**config.mk**
```make
export PLATFORM = sky130hd
export DESIGN_NAME = ssr_receiver
export DESIGN_NICKNAME = d
export VERILOG_FILES = /design/src/ssr_pkg.sv /design/src/ssr_rx_fifo.sv /design/src/ssr_receiver.sv
export SDC_FILE = /design/constraint.sdc
export NUM_CORES = 1
export LEC_CHECK = 0
export BUFFER_PORTS_ARGS = -buffer_cell sky130_fd_sc_hd__buf_4
export CORE_UTILIZATION = 32
export CTS_CLUSTER_DIAMETER = 80
export DETAILED_ROUTE_END_ITERATION = 7
export PLACE_DENSITY = 0.51
export SYNTH_ARGS = -nofsm -noshare
export SYNTH_HDL_FRONTEND = slang
export SYNTH_SLANG_ARGS = --single-unit
```
**constraint.sdc**
```tcl
create_clock -name aclk -period 5.38 [get_ports aclk]
set_clock_uncertainty 0.05 [all_clocks]
set_input_delay 0.269 -clock aclk [delete_from_list [all_inputs] [get_ports aclk]]
set_output_delay 0.269 -clock aclk [all_outputs]
set_load 0.02 [all_outputs]
```
**src/ssr_pkg.sv**
```systemverilog
// package of the synchronous serial slave receiver: register map,
// field positions, reset values and shared types.
// assumes a 32-bit axi4-lite slave with 8 address bits.
package ssr_pkg;

    ////////////////////////////////////////////////////////////////////
    // register byte offsets
    localparam logic [7:0] OFF_RECEIVE_STATUS_CONTROL_1 = 8'h00;
    localparam logic [7:0] OFF_TRANSMIT_STATUS_CONTROL_1 = 8'h04;
    localparam logic [7:0] OFF_BAUD_CONTROL_1 = 8'h08;
    localparam logic [7:0] OFF_BAUD_DIVISOR_LOW_1 = 8'h0c;
    localparam logic [7:0] OFF_BAUD_DIVISOR_HIGH_1 = 8'h10;
    localparam logic [7:0] OFF_RECEIVE_HOLDING_1 = 8'h14;
    localparam logic [7:0] OFF_INT_STATUS = 8'h18;
    localparam logic [7:0] OFF_INT_MASK = 8'h1c;

    ////////////////////////////////////////////////////////////////////
    // receive status and control fields
    localparam int RC_SERIAL_PORT_ENABLE = 7;
    localparam int RC_NINTH_BIT_RECEIVE_ENABLE = 6;
    localparam int RC_SINGLE_RECEIVE_ENABLE = 5;
    localparam int RC_CONTINUOUS_RECEIVE_ENABLE = 4;
    localparam int RC_FRAMING_ERROR = 2;
    localparam int RC_OVERRUN_ERROR = 1;
    localparam int RC_RECEIVED_NINTH_BIT = 0;
    // transmit status and control fields
    localparam int TX_CLOCK_SOURCE_SELECT = 7;
    localparam int TX_SYNC_SELECT = 4;
    localparam int TX_SHIFT_EMPTY = 1;
    // baud control fields
    localparam int BD_RECEIVE_IDLE = 6;
    localparam int BD_DATA_INVERT = 5;
    localparam int BD_CLOCK_INVERT = 4;
    // interrupt status and mask fields
    localparam int IS_WORD_DONE = 0;
    localparam int IS_OVERRUN = 1;
    localparam int IS_DATA_AVAIL = 2;

    ////////////////////////////////////////////////////////////////////
    // reset values and writable masks
    localparam logic [7:0] RST_RECEIVE_STATUS_CONTROL = 8'h00;
    localparam logic [7:0] RST_TRANSMIT_STATUS_CONTROL = 8'h00;
    localparam logic [7:0] RST_BAUD_CONTROL = 8'h00;
    localparam logic [7:0] RST_BAUD_DIVISOR = 8'h00;
    localparam logic [1:0] RST_INT_MASK = 2'h0;
    localparam logic [7:0] WM_RECEIVE_STATUS_CONTROL = 8'hf8;
    localparam logic [7:0] WM_TRANSMIT_STATUS_CONTROL = 8'hfd;
    localparam logic [7:0] WM_BAUD_CONTROL = 8'h3b;
    localparam logic [1:0] RESP_OKAY = 2'h0;
    localparam logic [1:0] RESP_SLVERR = 2'h2;
    localparam int RX_FIFO_DEPTH = 2;

    // one received word: eight data bits and the optional ninth
    typedef struct packed {
        logic ninth;
        logic [7:0] data;
    } ssr_word_s;

endpackage

```
**src/ssr_rx_fifo.sv**
```systemverilog
// receive holding fifo of the serial slave receiver.
// assumes one clock, synchronous active-low reset, flush from the owner.
`timescale 1ns/10ps
`default_nettype none
module ssr_rx_fifo import ssr_pkg::*; #(
    parameter int DEPTH = RX_FIFO_DEPTH
) (
    input wire logic aclk,
    input wire logic aresetn,
    input wire logic flush,
    input wire logic in_valid,
    output logic in_ready,
    input wire ssr_word_s in_word,
    output logic out_valid,
    input wire logic out_ready,
    output ssr_word_s out_word
);
    localparam int PW = (DEPTH > 1) ? $clog2(DEPTH) : 1;
    localparam int CW = $clog2(DEPTH + 1);

    typedef struct packed {
        ssr_word_s [DEPTH-1:0] mem;
        logic [PW-1:0] wr;
        logic [PW-1:0] rd;
        logic [CW-1:0] cnt;
    } ssr_fifo_s;

    ssr_fifo_s s_q;
    ssr_fifo_s s_d;
    logic push;
    logic pop;

    // refuse a depth the pointers cannot serve
    if (DEPTH < 1) begin : g_chk
        $error("ssr_rx_fifo: DEPTH must be at least 1");
    end

    ////////////////////////////////////////////////////////////////////
    // handshakes and head word straight from the flops
    assign in_ready = (s_q.cnt != CW'(DEPTH));
    assign out_valid = (s_q.cnt != '0);
    assign out_word = s_q.mem[s_q.rd];
    assign push = in_valid & in_ready;
    assign pop = out_valid & out_ready;

    // next state: write at wr, read at rd, count tracks both
    always_comb begin
        s_d = s_q;
        if (push) begin
            s_d.mem[s_q.wr] = in_word;
            s_d.wr = (s_q.wr == PW'(DEPTH - 1)) ? '0 : s_q.wr + 1'b1;
        end
        if (pop) begin
            s_d.rd = (s_q.rd == PW'(DEPTH - 1)) ? '0 : s_q.rd + 1'b1;
        end
        if (push && !pop) begin
            s_d.cnt = s_q.cnt + 1'b1;
        end else if (pop && !push) begin
            s_d.cnt = s_q.cnt - 1'b1;
        end
        if (flush) begin
            s_d.wr = '0;
            s_d.rd = '0;
            s_d.cnt = '0;
        end
    end

    // state register
    always_ff @(posedge aclk) begin
        if (!aresetn) begin
            s_q <= '0;
        end else begin
            s_q <= s_d;
        end
    end
endmodule
`default_nettype wire

```
**src/ssr_receiver.sv**
```systemverilog
// synchronous slave receive path with an axi4-lite register file.
// assumes the external master drives clock and data pins; pins are
// synchronised here; one core clock aclk, synchronous active-low reset.
//
// Summary of operation
// - slave receive works like master receive otherwise
// - continuous receive never idles while enabled
// - single receive enable is ignored
// - word completes while device sleeps
// - finished word moves into holding fifo
// - enabled completion during sleep raises wake
// - ninth bit enable gives 9-bit words
// - continuous receive enable starts reception
// - completion sets flag and maybe interrupt
// - ninth bit shown in status register
// - low eight bits read from holding fifo
// - overrun held until enable cleared; disable resets
// - unimplemented bits read zero
// - baud divisor bytes stored, unused here
// - port enable on, clock from pin
//
// Decided for this implementation: the register addresses and register access over AXI4-Lite.
`timescale 1ns/10ps
`default_nettype none
module ssr_receiver import ssr_pkg::*; #(
    parameter int ADDR_W = 8,
    parameter int FIFO_DEPTH = RX_FIFO_DEPTH
) (
    input wire logic aclk,
    input wire logic aresetn,
    input wire logic s_axi_awvalid,
    output logic s_axi_awready,
    input wire logic [ADDR_W-1:0] s_axi_awaddr,
    input wire logic [2:0] s_axi_awprot,
    input wire logic s_axi_wvalid,
    output logic s_axi_wready,
    input wire logic [31:0] s_axi_wdata,
    input wire logic [3:0] s_axi_wstrb,
    output logic s_axi_bvalid,
    input wire logic s_axi_bready,
    output logic [1:0] s_axi_bresp,
    input wire logic s_axi_arvalid,
    output logic s_axi_arready,
    input wire logic [ADDR_W-1:0] s_axi_araddr,
    input wire logic [2:0] s_axi_arprot,
    output logic s_axi_rvalid,
    input wire logic s_axi_rready,
    output logic [31:0] s_axi_rdata,
    output logic [1:0] s_axi_rresp,
    input wire logic serial_clock_pin_in,
    output logic serial_clock_pin_out,
    output logic serial_clock_pin_oe_n,
    input wire logic serial_data_pin_in,
    output logic serial_data_pin_out,
    output logic serial_data_pin_oe_n,
    input wire logic sleep_mode,
    output logic wake_request,
    output logic irq
);
    typedef struct packed {
        logic ck_s1;
        logic ck_s2;
        logic ck_s3;
        logic dt_s1;
        logic dt_s2;
        logic [8:0] receive_shift_register;
        logic [3:0] cnt;
        logic overrun_error;
        logic [7:0] rcv_ctl;
        logic [7:0] xmt_ctl;
        logic [7:0] baud_ctl;
        logic [7:0] div_lo;
        logic [7:0] div_hi;
        logic [1:0] int_stat;
        logic [1:0] int_mask;
        logic bvalid;
        logic [1:0] bresp;
        logic rvalid;
        logic [1:0] rresp;
        logic [31:0] rdata;
    } ssr_state_s;

    ssr_state_s s_q;
    ssr_state_s s_d;
    logic wr_go;
    logic rd_go;
    logic active;
    logic rx_on;
    logic clk_edge;
    logic bit_in;
    logic [3:0] last_bit;
    logic [8:0] shifted;
    logic done;
    ssr_word_s new_word;
    logic fifo_in_ready;
    logic fifo_valid;
    logic fifo_pop;
    ssr_word_s head;
    logic [7:0] wr_off;
    logic [7:0] rd_off;
    logic [7:0] rd_byte;
    logic rd_hit;
    logic wr_hit;

    if (ADDR_W < 8 || ADDR_W > 32 || FIFO_DEPTH < 1) begin : g_chk
        $error("ssr_receiver: ADDR_W must be 8..32, FIFO_DEPTH >= 1");
    end

    ////////////////////////////////////////////////////////////////////
    // bus handshakes: write needs address and data together
    assign wr_go = s_axi_awvalid & s_axi_wvalid & ~s_q.bvalid;
    assign s_axi_awready = wr_go;
    assign s_axi_wready = wr_go;
    assign rd_go = s_axi_arvalid & ~s_q.rvalid;
    assign s_axi_arready = ~s_q.rvalid;
    assign s_axi_bvalid = s_q.bvalid;
    assign s_axi_bresp = s_q.bresp;
    assign s_axi_rvalid = s_q.rvalid;
    assign s_axi_rdata = s_q.rdata;
    assign s_axi_rresp = s_q.rresp;
    assign wr_off = {s_axi_awaddr[7:2], 2'b00};
    assign rd_off = {s_axi_araddr[7:2], 2'b00};

    // the pins are inputs only; drivers stay off
    assign serial_clock_pin_out = 1'b0;
    assign serial_clock_pin_oe_n = 1'b1;
    assign serial_data_pin_out = 1'b0;
    assign serial_data_pin_oe_n = 1'b1;

    ////////////////////////////////////////////////////////////////////
    // mode decode: enabled, synchronous, clock taken from the pin
    assign active = s_q.rcv_ctl[RC_SERIAL_PORT_ENABLE]
        & s_q.xmt_ctl[TX_SYNC_SELECT]
        & ~s_q.xmt_ctl[TX_CLOCK_SOURCE_SELECT];
    // single receive enable plays no part; never idles once on
    assign rx_on = active
        & s_q.rcv_ctl[RC_CONTINUOUS_RECEIVE_ENABLE];

    // sampling edge from synchronised clock, polarity selectable
    assign clk_edge = s_q.baud_ctl[BD_CLOCK_INVERT]
        ? (s_q.ck_s2 & ~s_q.ck_s3)
        : (~s_q.ck_s2 & s_q.ck_s3);
    assign bit_in = s_q.dt_s2 ^ s_q.baud_ctl[BD_DATA_INVERT];
    assign last_bit = s_q.rcv_ctl[RC_NINTH_BIT_RECEIVE_ENABLE]
        ? 4'd8 : 4'd7;
    assign shifted = {bit_in, s_q.receive_shift_register[8:1]};
    // sleep_mode is not looked at: reception goes on asleep
    assign done = rx_on & clk_edge & (s_q.cnt == last_bit);
    // least significant bit arrives first
    always_comb begin
        if (s_q.rcv_ctl[RC_NINTH_BIT_RECEIVE_ENABLE]) begin
            new_word.ninth = shifted[8];
            new_word.data = shifted[7:0];
        end else begin
            new_word.ninth = 1'b0;
            new_word.data = shifted[8:1];
        end
    end

    ////////////////////////////////////////////////////////////////////
    // holding fifo; emptied when the port is disabled
    assign fifo_pop = rd_go & (rd_off == OFF_RECEIVE_HOLDING_1);
    ssr_rx_fifo #(
        .DEPTH(FIFO_DEPTH)
    ) u_fifo (
        .aclk(aclk),
        .aresetn(aresetn),
        .flush(~active),
        .in_valid(done),
        .in_ready(fifo_in_ready),
        .in_word(new_word),
        .out_valid(fifo_valid),
        .out_ready(fifo_pop),
        .out_word(head)
    );

    ////////////////////////////////////////////////////////////////////
    // read data mux; upper bits and framing error read zero
    always_comb begin
        rd_hit = 1'b1;
        rd_byte = 8'h00;
        case (rd_off)
            OFF_RECEIVE_STATUS_CONTROL_1: begin
                rd_byte = s_q.rcv_ctl;
                rd_byte[RC_FRAMING_ERROR] = 1'b0;
                rd_byte[RC_OVERRUN_ERROR] = s_q.overrun_error;
                rd_byte[RC_RECEIVED_NINTH_BIT] = head.ninth;
            end
            OFF_TRANSMIT_STATUS_CONTROL_1: begin
                rd_byte = s_q.xmt_ctl;
                rd_byte[TX_SHIFT_EMPTY] = 1'b1;
            end
            OFF_BAUD_CONTROL_1: begin
                rd_byte = s_q.baud_ctl;
                rd_byte[BD_RECEIVE_IDLE] = ~rx_on;
            end
            OFF_BAUD_DIVISOR_LOW_1: rd_byte = s_q.div_lo;
            OFF_BAUD_DIVISOR_HIGH_1: rd_byte = s_q.div_hi;
            OFF_RECEIVE_HOLDING_1: rd_byte = head.data;
            OFF_INT_STATUS: rd_byte = {5'h00, fifo_valid, s_q.int_stat};
            OFF_INT_MASK: rd_byte = {6'h00, s_q.int_mask};
            default: rd_hit = 1'b0;
        endcase
    end

    // write decode: known offsets answer okay
    always_comb begin
        case (wr_off)
            OFF_RECEIVE_STATUS_CONTROL_1,
            OFF_TRANSMIT_STATUS_CONTROL_1,
            OFF_BAUD_CONTROL_1,
            OFF_BAUD_DIVISOR_LOW_1,
            OFF_BAUD_DIVISOR_HIGH_1,
            OFF_RECEIVE_HOLDING_1,
            OFF_INT_STATUS,
            OFF_INT_MASK: wr_hit = 1'b1;
            default: wr_hit = 1'b0;
        endcase
    end

    ////////////////////////////////////////////////////////////////////
    // next state of the whole block
    always_comb begin
        s_d = s_q;
        // two flops per pin before any logic, third for the edge
        s_d.ck_s1 = serial_clock_pin_in;
        s_d.ck_s2 = s_q.ck_s1;
        s_d.ck_s3 = s_q.ck_s2;
        s_d.dt_s1 = serial_data_pin_in;
        s_d.dt_s2 = s_q.dt_s1;
        // shift one bit per sampling edge, as master reception does
        if (rx_on && clk_edge) begin
            s_d.receive_shift_register = shifted;
            s_d.cnt = done ? 4'd0 : s_q.cnt + 4'd1;
        end
        // completion: flag, then store or flag overrun and drop
        if (done) begin
            s_d.int_stat[IS_WORD_DONE] = 1'b1;
            if (!fifo_in_ready) begin
                s_d.overrun_error = 1'b1;
                s_d.int_stat[IS_OVERRUN] = 1'b1;
            end
        end
        // clearing either enable clears overrun; disable resets unit
        if (!rx_on) begin
            s_d.overrun_error = 1'b0;
            s_d.cnt = 4'd0;
            s_d.receive_shift_register = 9'h000;
        end
        // bus write; a hardware set wins over a one-to-clear
        if (wr_go) begin
            s_d.bvalid = 1'b1;
            s_d.bresp = wr_hit ? RESP_OKAY : RESP_SLVERR;
            if (s_axi_wstrb[0]) begin
                case (wr_off)
                    OFF_RECEIVE_STATUS_CONTROL_1: s_d.rcv_ctl =
                        s_axi_wdata[7:0] & WM_RECEIVE_STATUS_CONTROL;
                    OFF_TRANSMIT_STATUS_CONTROL_1: s_d.xmt_ctl =
                        s_axi_wdata[7:0] & WM_TRANSMIT_STATUS_CONTROL;
                    OFF_BAUD_CONTROL_1: s_d.baud_ctl =
                        s_axi_wdata[7:0] & WM_BAUD_CONTROL;
                    OFF_BAUD_DIVISOR_LOW_1: s_d.div_lo = s_axi_wdata[7:0];
                    OFF_BAUD_DIVISOR_HIGH_1: s_d.div_hi = s_axi_wdata[7:0];
                    OFF_INT_STATUS: s_d.int_stat = s_d.int_stat
                        & ~(s_axi_wdata[1:0] & ~{done & ~fifo_in_ready,
                        done});
                    OFF_INT_MASK: s_d.int_mask = s_axi_wdata[1:0];
                    default: s_d.bvalid = 1'b1;
                endcase
            end
        end else if (s_q.bvalid && s_axi_bready) begin
            s_d.bvalid = 1'b0;
        end
        // bus read: answer registered one cycle after acceptance
        if (rd_go) begin
            s_d.rvalid = 1'b1;
            s_d.rdata = {24'h000000, rd_byte};
            s_d.rresp = rd_hit ? RESP_OKAY : RESP_SLVERR;
        end else if (s_q.rvalid && s_axi_rready) begin
            s_d.rvalid = 1'b0;
        end
    end

    // state register
    always_ff @(posedge aclk) begin
        if (!aresetn) begin
            s_q <= '0;
            s_q.rcv_ctl <= RST_RECEIVE_STATUS_CONTROL;
            s_q.xmt_ctl <= RST_TRANSMIT_STATUS_CONTROL;
            s_q.baud_ctl <= RST_BAUD_CONTROL;
            s_q.div_lo <= RST_BAUD_DIVISOR;
            s_q.div_hi <= RST_BAUD_DIVISOR;
            s_q.int_mask <= RST_INT_MASK;
        end else begin
            s_q <= s_d;
        end
    end

    ////////////////////////////////////////////////////////////////////
    // interrupt and wake: unmasked sticky bits, wake only asleep
    assign irq = |(s_q.int_stat & s_q.int_mask);
    assign wake_request = sleep_mode
        & s_q.int_stat[IS_WORD_DONE] & s_q.int_mask[IS_WORD_DONE];
endmodule
`default_nettype wire

```
==> metrics.txt, run 1 <==
status finished clean; r2r startpoint s_q[80]; achievable frequency 0.382 GHz; Core Area 13,500 sq um; Top Ports 115; non-filler cells in the finished layout 669; Seq pwr share 45.8%; grt ovf 0; hold_ws 80.7 ps; Layout area overhead 13.2%; largest area contributor in the netlist dfxtp_1; Distinct cells, synth 55; die height 120 microns; placed insts 653; Worst R2R Path Depth 7; Hold Path End s_d[99]; die area 14,400 sq um; Synth Cell Area 4470 sq um; Post-CTS Hold Fix Bufs 0; 1st-iter DRT viols 158; cell count after synthesis 464; drt total wl 9870 microns; Min-Delay Path Class input pin to register; FP Rows 42; Synth area leaders dfxtp_1 40%, mux2i_1 15%, buf_4 7.1%; largest net degree at the start of global routing 72; Wirelength per Cell 14.8 microns; total clock sinks 89; CTS H-tree lvls 3; Pwr Total 1.45 mW; CP max FO 14; DIE WIDTH 120 microns; final hold violation count 0; crit path time final 2620 ps; pre-CTS setup slack 2750 ps; r2r endpoint u_fifo.s_q[1]; Post-synth ARST share 0%; most numerous cell in the Yosys netlist dfxtp_1; RSZ-0062 raised after global routing no; period utilization 48.7%; sw frac 22.4%; register bit total from synthesis 89; DR vias/cell 4.80; post-CTS setup buffers 0; Worst-Skew Late Latency 350 ps; clock buffer depth 2; CTS root buf clkbuf_16; share of layout cells above drive strength 1 16.0%; setup slack after layout 2760 ps; first-pass GRT wire length 15,700 microns; R2R setup slack 2760 ps; Synth Area per Inst 9.63 sq um; initial antenna violation count 0; gp weighted congestion 0.803; Seq/Total Area, Yosys 39.9%; DR DRC count 0; Num CTS Buffers 9; Cells on Worst Hold Path 2; proportion of netlist area held by the largest area contributor 39.9%; Synth top cells by count 89 x dfxtp_1, 65 x mux2i_1, 42 x buf_4, 42 x nor2b_1, 36 x nor2_1; P_leak 2.05 nW; PwrDens 287 nW/um^2; CP Data Arrival Time 2840 ps; Finished Cell Area 5060 sq um; Fillers 1,350; Starting Density 33.2%; antenna cells 0; Critical Path RT 5600 ps; DP HPWL 7150 microns; worst slew pin tran 889 ps; Rel. slew slack 40.5%; DR pass1 iterations 4; nets@finish 558; CTS tree done; Switch Pwr 0.326 mW; GRT Resource Usage Total 14.4%; Worst-path clk slew 60 ps; Final Util 37.6%; Combinational Power Share 6.4%; Max-cap violations 0; Syn. warnings 0; via count 3,211; Main synth FF type dfxtp_1; port bufs 47; EDFF count, synth 0; TNS Setup 0 ps; crit start category register; maximum vdd drop 0.000143 V; critical path type register to register; Critical Path Sink Type register; min-delay src serial_clock_pin_in; post-CTS sizing 0; clock power share 47.8%; number of global-route vias before repair 2,886; final setup vio count 0; Int Power 1.13 mW; DRT antenna net count 0; fin. max-slew vios 0; dpl cell area 4730 sq um
[how the worst max path moves through the flow]
stage                          from  slack (ps)  depth (start not counted)            end
finish                      s_q[80]        2760                          7  u_fifo.s_q[1]
global route                s_q[80]        2610                          7  u_fifo.s_q[1]
CTS                         s_q[80]        2740                          7  u_fifo.s_q[1]
detailed placement          s_q[80]        2750                          7  u_fifo.s_q[1]
global placement            s_q[80]        2810                          7  u_fifo.s_q[1]
floorplan           s_axi_araddr[3]        3210                          7  u_fifo.s_q[1]
[sequential cells by signal (all words and copies together), names as in the netlist]
name          flops
s_axi_bvalid      1
u_fifo.s_q       22
s_d               3
s_axi_rdata       8
s_axi_rresp       1
s_axi_rvalid      1
s_axi_bresp       1
s_q              52
[logic make-up (layout without fill, tap and decap cells)]
family                   count (synthesis)  after routing  synth area share (%)
adder cells (fa/ha/maj)                  2              2                 0.560
multiplexers                            67             67                  15.1
XOR/XNOR                                 7              7                  1.37
AND/OR/NAND/NOR                        155            155                  20.7
other                                    2             30                 0.168
buffers and inverters                   68             69                  9.82
AO/OA/AOI/OAI                           74             74                  12.4
flip-flops                              89             89                  39.9
[cells in the final DEF, fill, tap and decap left out, types with 4 or more instances in the layout]
| cell type | instances |
|---|---|
| and2_1 | 9 |
| xor2_1 | 7 |
| a21oi_1 | 10 |
| dfxtp_1 | 89 |
| nor2_1 | 36 |
| nand3_1 | 7 |
| buf_4 | 47 |
| o211a_1 | 15 |
| clkbuf_16 | 9 |
| o21ai_0 | 13 |
| nor2b_1 | 42 |
| inv_1 | 5 |
| a22o_1 | 4 |
| a211oi_1 | 7 |
| o22ai_1 | 6 |
| nand2_1 | 27 |
| conb_1 | 30 |
| or3_1 | 4 |
| mux2i_1 | 65 |
[power by group through the flow]
stage	clock, mW	combinational (mW)	sequential [mW]
final	0.694	0.0933	0.665
after global placement	0	0.0921	0.680
after detailed placement	0	0.0932	0.680
after global routing	0.737	0.100	0.665
after floorplan	0	0.0754	0.681
after CTS	0.706	0.0936	0.665
[layout make-up]
class,instances,area (sq um),share of cell area (%)
flip-flops and latches,89,1780,35.2
multi-input cells,335,2350,46.5
well taps,176,220,4.35
inverters,6,22.5,0.445
repair buffers,47,353,6.97
clock buffers,11,253,4.99
clock inverters,5,77.6,1.53
[routing by layer]
metal | vias to the layer above | track usage (%) | part of all wire [%] | routed length, microns
met5 | - | 0 | 0 | 0
met4 | 0 | 5.47 | 1.9 | 183
met3 | 15 | 3.58 | 4.1 | 400
met2 | 88 | 21.6 | 43 | 4290
met1 | 1509 | 19.7 | 51 | 5000
li1 | 1599 | - | - | -
[worst max-delay path, stage by stage (launching register included)]
cell and delay (ps):
dfxtp_1 690, nor4b_4 310, a22oi_2 190, or2_1 370, nor2_1 130, ha_1 270
or3_1 390, a21oi_1 150
Power figures use the tool's default switching activity.
==> run 2, diff against run 1 <==
--- a/config.mk
+++ b/config.mk
@@ -9,7 +9,7 @@
 export CORE_UTILIZATION = 32
 export CTS_CLUSTER_DIAMETER = 80
 export DETAILED_ROUTE_END_ITERATION = 7
-export PLACE_DENSITY = 0.51
+export PLACE_DENSITY = 0.53
 export SYNTH_ARGS = -nofsm -noshare
 export SYNTH_HDL_FRONTEND = slang
 export SYNTH_SLANG_ARGS = --single-unit
==> constraint.sdc (replaced) <==
create_clock -name aclk -period 2.3 [get_ports aclk]
set_clock_uncertainty 0.05 [all_clocks]
set_input_delay 0.115 -clock aclk [delete_from_list [all_inputs] [get_ports aclk]]
set_output_delay 0.115 -clock aclk [all_outputs]
set_load 0.02 [all_outputs]
==> run 2 against run 1 <==
- combinational power up 150%
- clock power up 120%
- die area unchanged
- largest cell class unchanged
==> metrics.txt, run 2 (same netlist as run 1, synthesis figures left out) <==
via count 3,229 (+0.56%); most frequent cells in the layout 89 x dfxtp_1, 65 x mux2i_1, 63 x buf_4, 42 x nor2b_1, 36 x nor2_1; maximum vdd drop 0.000327 V (+130%); Layout area overhead 16.6%; critical path type register to register; Max-cap violations 0 (unchanged); gp weighted congestion 0.865 (+7.8%); Pwr Total 3.34 mW (+130%); Seq pwr share 46.5% (+0.7 points); first-pass GRT wire length 16,000 microns (+1.9%); period utilization 89.1% (+40 points); Worst-path clk slew 60 ps (about the same); P_leak 2.15 nW (+4.5%); DP HPWL 7290 microns (+1.9%); Core Area 13,500 sq um (unchanged); Top Ports 115 (unchanged); Num CTS Buffers 9 (unchanged); slowest stage cell, crit path or3_1; share of layout cells above drive strength 1 18.3% (+2.3 points); sw frac 22.6% (+0.21 points); die area 14,400 sq um (unchanged); clock power share 46.5% (-1.3 points); Min-Delay Path Class input pin to register; Critical Path RT 2520 ps (-3080 ps); largest net degree at the start of global routing 47 (-35%); GRT Resource Usage Total 14.5% (+0.18 points); worst path bufs/invs 0 (unchanged); RSZ-0062 raised after global routing no; CTS tree done; grt ovf 0 (unchanged); Wirelength per Cell 14.5 microns (-2.0%); Worst-Skew Late Latency 340 ps (about the same); CTS root buf clkbuf_16; critical path cell sequence nor4b_4, a22oi_2, or2_1, nor2_1, ha_1, or3_1, a21oi_1; TNS Setup 0 ps (unchanged); crit path time final 2050 ps (-569 ps); non-filler cells in the finished layout 690 (+3.1%); Finished Cell Area 5210 sq um (+3.0%); final setup vio count 0 (unchanged); initial antenna violation count 0 (unchanged); final hold violation count 0 (unchanged); total clock sinks 89 (unchanged); Largest register FFs 52 (unchanged); worst slew pin tran 616 ps (-273 ps); DR pass1 iterations 4 (unchanged); FP Rows 42 (unchanged); dpl cell area 4850 sq um (+2.5%); crit start category register; Int Power 2.59 mW (+130%); DRT antenna net count 0 (unchanged); achievable frequency 0.488 GHz (+28%); antenna cells 0 (unchanged); r2r startpoint s_q[83]; worst setup path startpoint s_q[83]; CP max FO 4 (-10); nets@finish 579 (+3.8%); DR DRC count 0 (unchanged); DIE WIDTH 120 microns (unchanged); Crit path max-delay family simple AND/OR/NAND/NOR gates; fin. max-slew vios 0 (unchanged); drt total wl 9980 microns (+1.1%); placed insts 669 (+2.5%); Starting Density 33.2% (unchanged); CTS H-tree lvls 3 (unchanged); crit-path max cell delay 370 ps (-320 ps); status finished clean; DR vias/cell 4.68 (-2.5%); CP Data Arrival Time 2270 ps (-570 ps); Critical Path Sink Type register; post-CTS setup buffers 0 (unchanged); clock buffer depth 2 (unchanged); Rel. slew slack 58.8% (+18 points); port bufs 47 (unchanged); commonest non-fill, non-tap cell in the layout dfxtp_1; die height 120 microns (unchanged); Combinational Power Share 6.9% (+0.5 points); min-delay src s_axi_awaddr[7]; number of global-route vias before repair 3,024 (+4.8%); 1st-iter DRT viols 203 (+28%); Switch Pwr 0.757 mW (+130%); Most flops, register s_q; PwrDens 641 nW/um^2 (+120%)
run 2: cell types whose count changed in the layout (fill, tap and decap cells not counted):
cell | before | now
buf_4 | 47 | 63
clkbuf_1 | 0 | 1
clkbuf_8 | 2 | 0
clkinv_2 | 2 | 3
dlygate4sd3_1 | 0 | 5
run 2: area by class of cell:
| cell class | count | area [sq um] |
|---|---|---|
| Sequential cell | 89 | 1780 |
| Tap cell | 176 | 220 |
| Inverter | 6 | 22.5 |
| Timing Repair Buffer | 68 | 523 |
| Fill cell | 1359 | 8240 |
| Multi-Input combinational cell | 335 | 2350 |
| Clock inverter | 6 | 82.6 |
| Clock buffer | 10 | 229 |
run 2: what timing repair did:
action | CTS | global route
hold endpoints to repair | 6 | 0
hold buffers | 5 | 0
gates resized for setup | 0 | 0
run 2: power groups by stage:
stage / Clock [mW] / Sequential [mW] / Combinational (mW)
after floorplan: 0 / 1.59 / 0.176
after global placement: 0 / 1.59 / 0.222
after detailed placement: 0 / 1.59 / 0.224
after CTS: 1.60 / 1.56 / 0.233
after global routing: 1.66 / 1.56 / 0.251
final: 1.56 / 1.56 / 0.232
run 2: routing by layer:
metal | wire length (microns) | up-vias | part of all wire (%) | track usage [%]
met4 | 114 | 0 | 1.1 | 5.86
met5 | 0 | - | 0 | 0
met1 | 4920 | 1504 | 49 | 19.8
met2 | 4520 | 79 | 45 | 21.9
met3 | 429 | 8 | 4.3 | 3.49
li1 | - | 1638 | - | -
run 2: worst paths after layout:
kind,endpoint,slack [ps],cells past startpoint
hold / removal,s_axi_bresp[1],20,3
setup reg to reg,u_fifo.s_q[1],250,7
hold reg to reg,s_d[98],380,1
setup / recovery,u_fifo.s_q[1],250,7
run 2: worst register-to-register path: cells and delay by family, from the launching register on:
family / cells / cell delay (ps)
DFF: 1 / 360
and+or+nand+nor: 4 / 1050
adders and majority gates: 1 / 260
AOI/OAI and AO/OA: 2 / 270
run 2: stage by stage:
step                hold slack [ps]  setup slack (ps)  utilization (%)
detailed placement              279               139             36.1
floorplan                       192               285                -
CTS                            7.37               236             38.8
finish                         17.1               251             38.8
global route                   18.2               159             38.8
global placement                276               216             36.1
==> run 3, diff against run 2 <==
--- a/config.mk
+++ b/config.mk
@@ -6,10 +6,10 @@
 export NUM_CORES = 1
 export LEC_CHECK = 0
 export BUFFER_PORTS_ARGS = -buffer_cell sky130_fd_sc_hd__buf_4
-export CORE_UTILIZATION = 32
+export CORE_UTILIZATION = 40
 export CTS_CLUSTER_DIAMETER = 80
 export DETAILED_ROUTE_END_ITERATION = 7
-export PLACE_DENSITY = 0.53
+export PLACE_DENSITY = 0.64
 export SYNTH_ARGS = -nofsm -noshare
 export SYNTH_HDL_FRONTEND = slang
 export SYNTH_SLANG_ARGS = --single-unit
==> run 3 against run 2 <==
- utilization up 7.8 points
- sequential cell count unchanged
- first-iteration DRC count down 36%
- via count up 0.77%
- wire length down 4.6%
- global-route usage up 2.8 points
- final cell count down 5.2%
- final area down 2.9%
- count of clock-buffer cells in the layout up 1
- critical endpoint unchanged
- largest cell class unchanged
- highest routed layer unchanged
==> metrics.txt, run 3 (same netlist as run 1, synthesis figures left out) <==
CTS tree done; Critical Path RT 2540 ps (+20 ps); critical path cell sequence nor4b_4, a22oi_2, or2_1, nor2_1, ha_1, or3_1, a21oi_1; GRT Resource Usage Total 17.3% (+2.8 points); antenna cells 0 (unchanged); CP max FO 4 (unchanged); r2r endpoint u_fifo.s_q[1]; r2r startpoint s_q[83]; crit-path max cell delay 370 ps (about the same); slowest stage cell, crit path or3_1; crit path time final 2090 ps (+39.4 ps); clock buffer depth 2 (unchanged); Core Area 10,900 sq um (-19%); commonest non-fill, non-tap cell in the layout dfxtp_1; R2R setup slack 210 ps (-40 ps); period utilization 90.8% (+1.7 points); Starting Density 41.1% (+7.8 points); P_leak 2.09 nW (-2.6%); DR pass1 iterations 4 (unchanged); FP Rows 38 (-9.5%); largest net degree at the start of global routing 47 (unchanged); Critical Path Sink Type register; most frequent cells in the layout 89 x dfxtp_1, 65 x mux2i_1, 62 x buf_4, 42 x nor2b_1, 36 x nor2_1; gp weighted congestion 0.834 (-3.6%); non-filler cells in the finished layout 654 (-5.2%); drt total wl 9520 microns (-4.6%); DP HPWL 7080 microns (-2.8%); Worst-path clk slew 90 ps (+30 ps); critical path type register to register; post-CTS sizing 0 (unchanged); Num CTS Buffers 9 (unchanged); TNS Setup 0 ps (unchanged); fin. max-slew vios 0 (unchanged); Min-Delay Path Class input pin to register; worst slew pin tran 548 ps (-68.4 ps); Worst-Skew Late Latency 360 ps (+20 ps); Most flops, register s_q; 1st-iter DRT viols 129 (-36%); placed insts 632 (-5.5%); final hold violation count 0 (unchanged); share of layout cells above drive strength 1 18.1% (-0.19 points); CP Data Arrival Time 2330 ps (+60 ps); Worst R2R Path Depth 7 (unchanged); die area 11,600 sq um (-20%); DIE WIDTH 108 microns (-10%); number of global-route vias before repair 3,062 (+1.3%); port bufs 47 (unchanged); CTS root buf clkbuf_8; maximum vdd drop 0.000263 V (-19%); grt ovf 0 (unchanged); Max-cap violations 0 (unchanged); RSZ-0062 raised after global routing no; crit start category register; status finished clean; worst setup path startpoint s_q[83]; PwrDens 570 nW/um^2 (-11%); Rel. slew slack 63.4% (+4.6 points); Largest register FFs 52 (unchanged); DR DRC count 0 (unchanged); achievable frequency 0.479 GHz (-1.9%); final setup vio count 0 (unchanged); Top Ports 115 (unchanged); CP Capture Point u_fifo.s_q[1]; Layout area overhead 13.3%; Final Util 46.5% (+7.8 points); via count 3,254 (+0.77%); initial antenna violation count 0 (unchanged); first-pass GRT wire length 15,500 microns (-3.2%); die height 108 microns (-10%); nets@finish 579 (unchanged); hold_ws 3.44 ps (-13.6 ps); Wirelength per Cell 14.6 microns (+0.62%); CTS H-tree lvls 3 (unchanged); DR vias/cell 4.98 (+6.3%); total clock sinks 89 (unchanged); DRT antenna net count 0 (unchanged)
## run 3: cell types whose count changed in the layout (fill, tap and decap cells not counted), sizes merged
cell	change
clkbuf	+1
bufinv	-1
inv	+1
dlygate4sd3	+1
buf	-1
clkinv	-2
clkinvlp	+1
## run 3: stage by stage
stage	total power, mW	setup WS, ps	instance area [sq um]
final	2.89	212	5060
after global routing	3.00	9.39	5060
after CTS	2.92	183	5060
after detailed placement	1.81	90.8	4800
after global placement	1.81	102	4800
after floorplan	1.77	285	4580
## run 3: report_power, final
part	switching (mW)	total [mW]	leakage (nW)	internal, mW
clock network	0.563	1.10	0.0962	0.538
logic	0.141	0.232	1.28	0.0905
registers	0.00502	1.55	0.718	1.55
total	0.709	2.89	2.09	2.18
## run 3: worst min path at each step
| stage | start | to | slack, ps | cells past startpoint |
|---|---|---|---|---|
| finish | s_axi_awaddr[7] | s_axi_bresp[1] | 3 | 3 |
| global route | s_axi_wdata[3] | s_q[69] | 10 | 3 |
| CTS | s_axi_wdata[5] | s_q[47] | 3 | 3 |
| detailed placement | serial_data_pin_in | s_d[96] | 280 | 2 |
| global placement | serial_data_pin_in | s_d[96] | 280 | 2 |
| floorplan | serial_data_pin_in | s_d[96] | 190 | 1 |
## run 3: final cells by class
| class | instances | area [sq um] |
|---|---|---|
| fillers | 1035 | 5820 |
| multi-input cells | 335 | 2350 |
| flip-flops and latches | 89 | 1780 |
| repair buffers | 68 | 526 |
| well taps | 140 | 175 |
| clock buffers | 11 | 141 |
| clock inverters | 5 | 62.6 |
| inverters | 6 | 22.5 |
## run 3: critical path: cells and delay by family (launching register included)
kind	cells	cell delay, ps
flip-flops	1	360
AND/OR/NAND/NOR	4	1030
AO/OA/AOI/OAI	2	300
adder cells (fa/ha/maj)	1	270
## run 3: what timing repair did
item | in CTS | in global routing
hold endpoints to repair | 8 | 0
buffers inserted | 0 | 0
hold buffers | 6 | 0
## run 3: layer usage
| layer | GRT usage, % | vias up | wire (microns) |
|---|---|---|---|
| li1 | - | 1636 | - |
| met1 | 23.1 | 1509 | 4590 |
| met2 | 27.4 | 94 | 4340 |
| met3 | 2.72 | 15 | 363 |
| met4 | 7.44 | 0 | 229 |
| met5 | 0 | - | 0 |
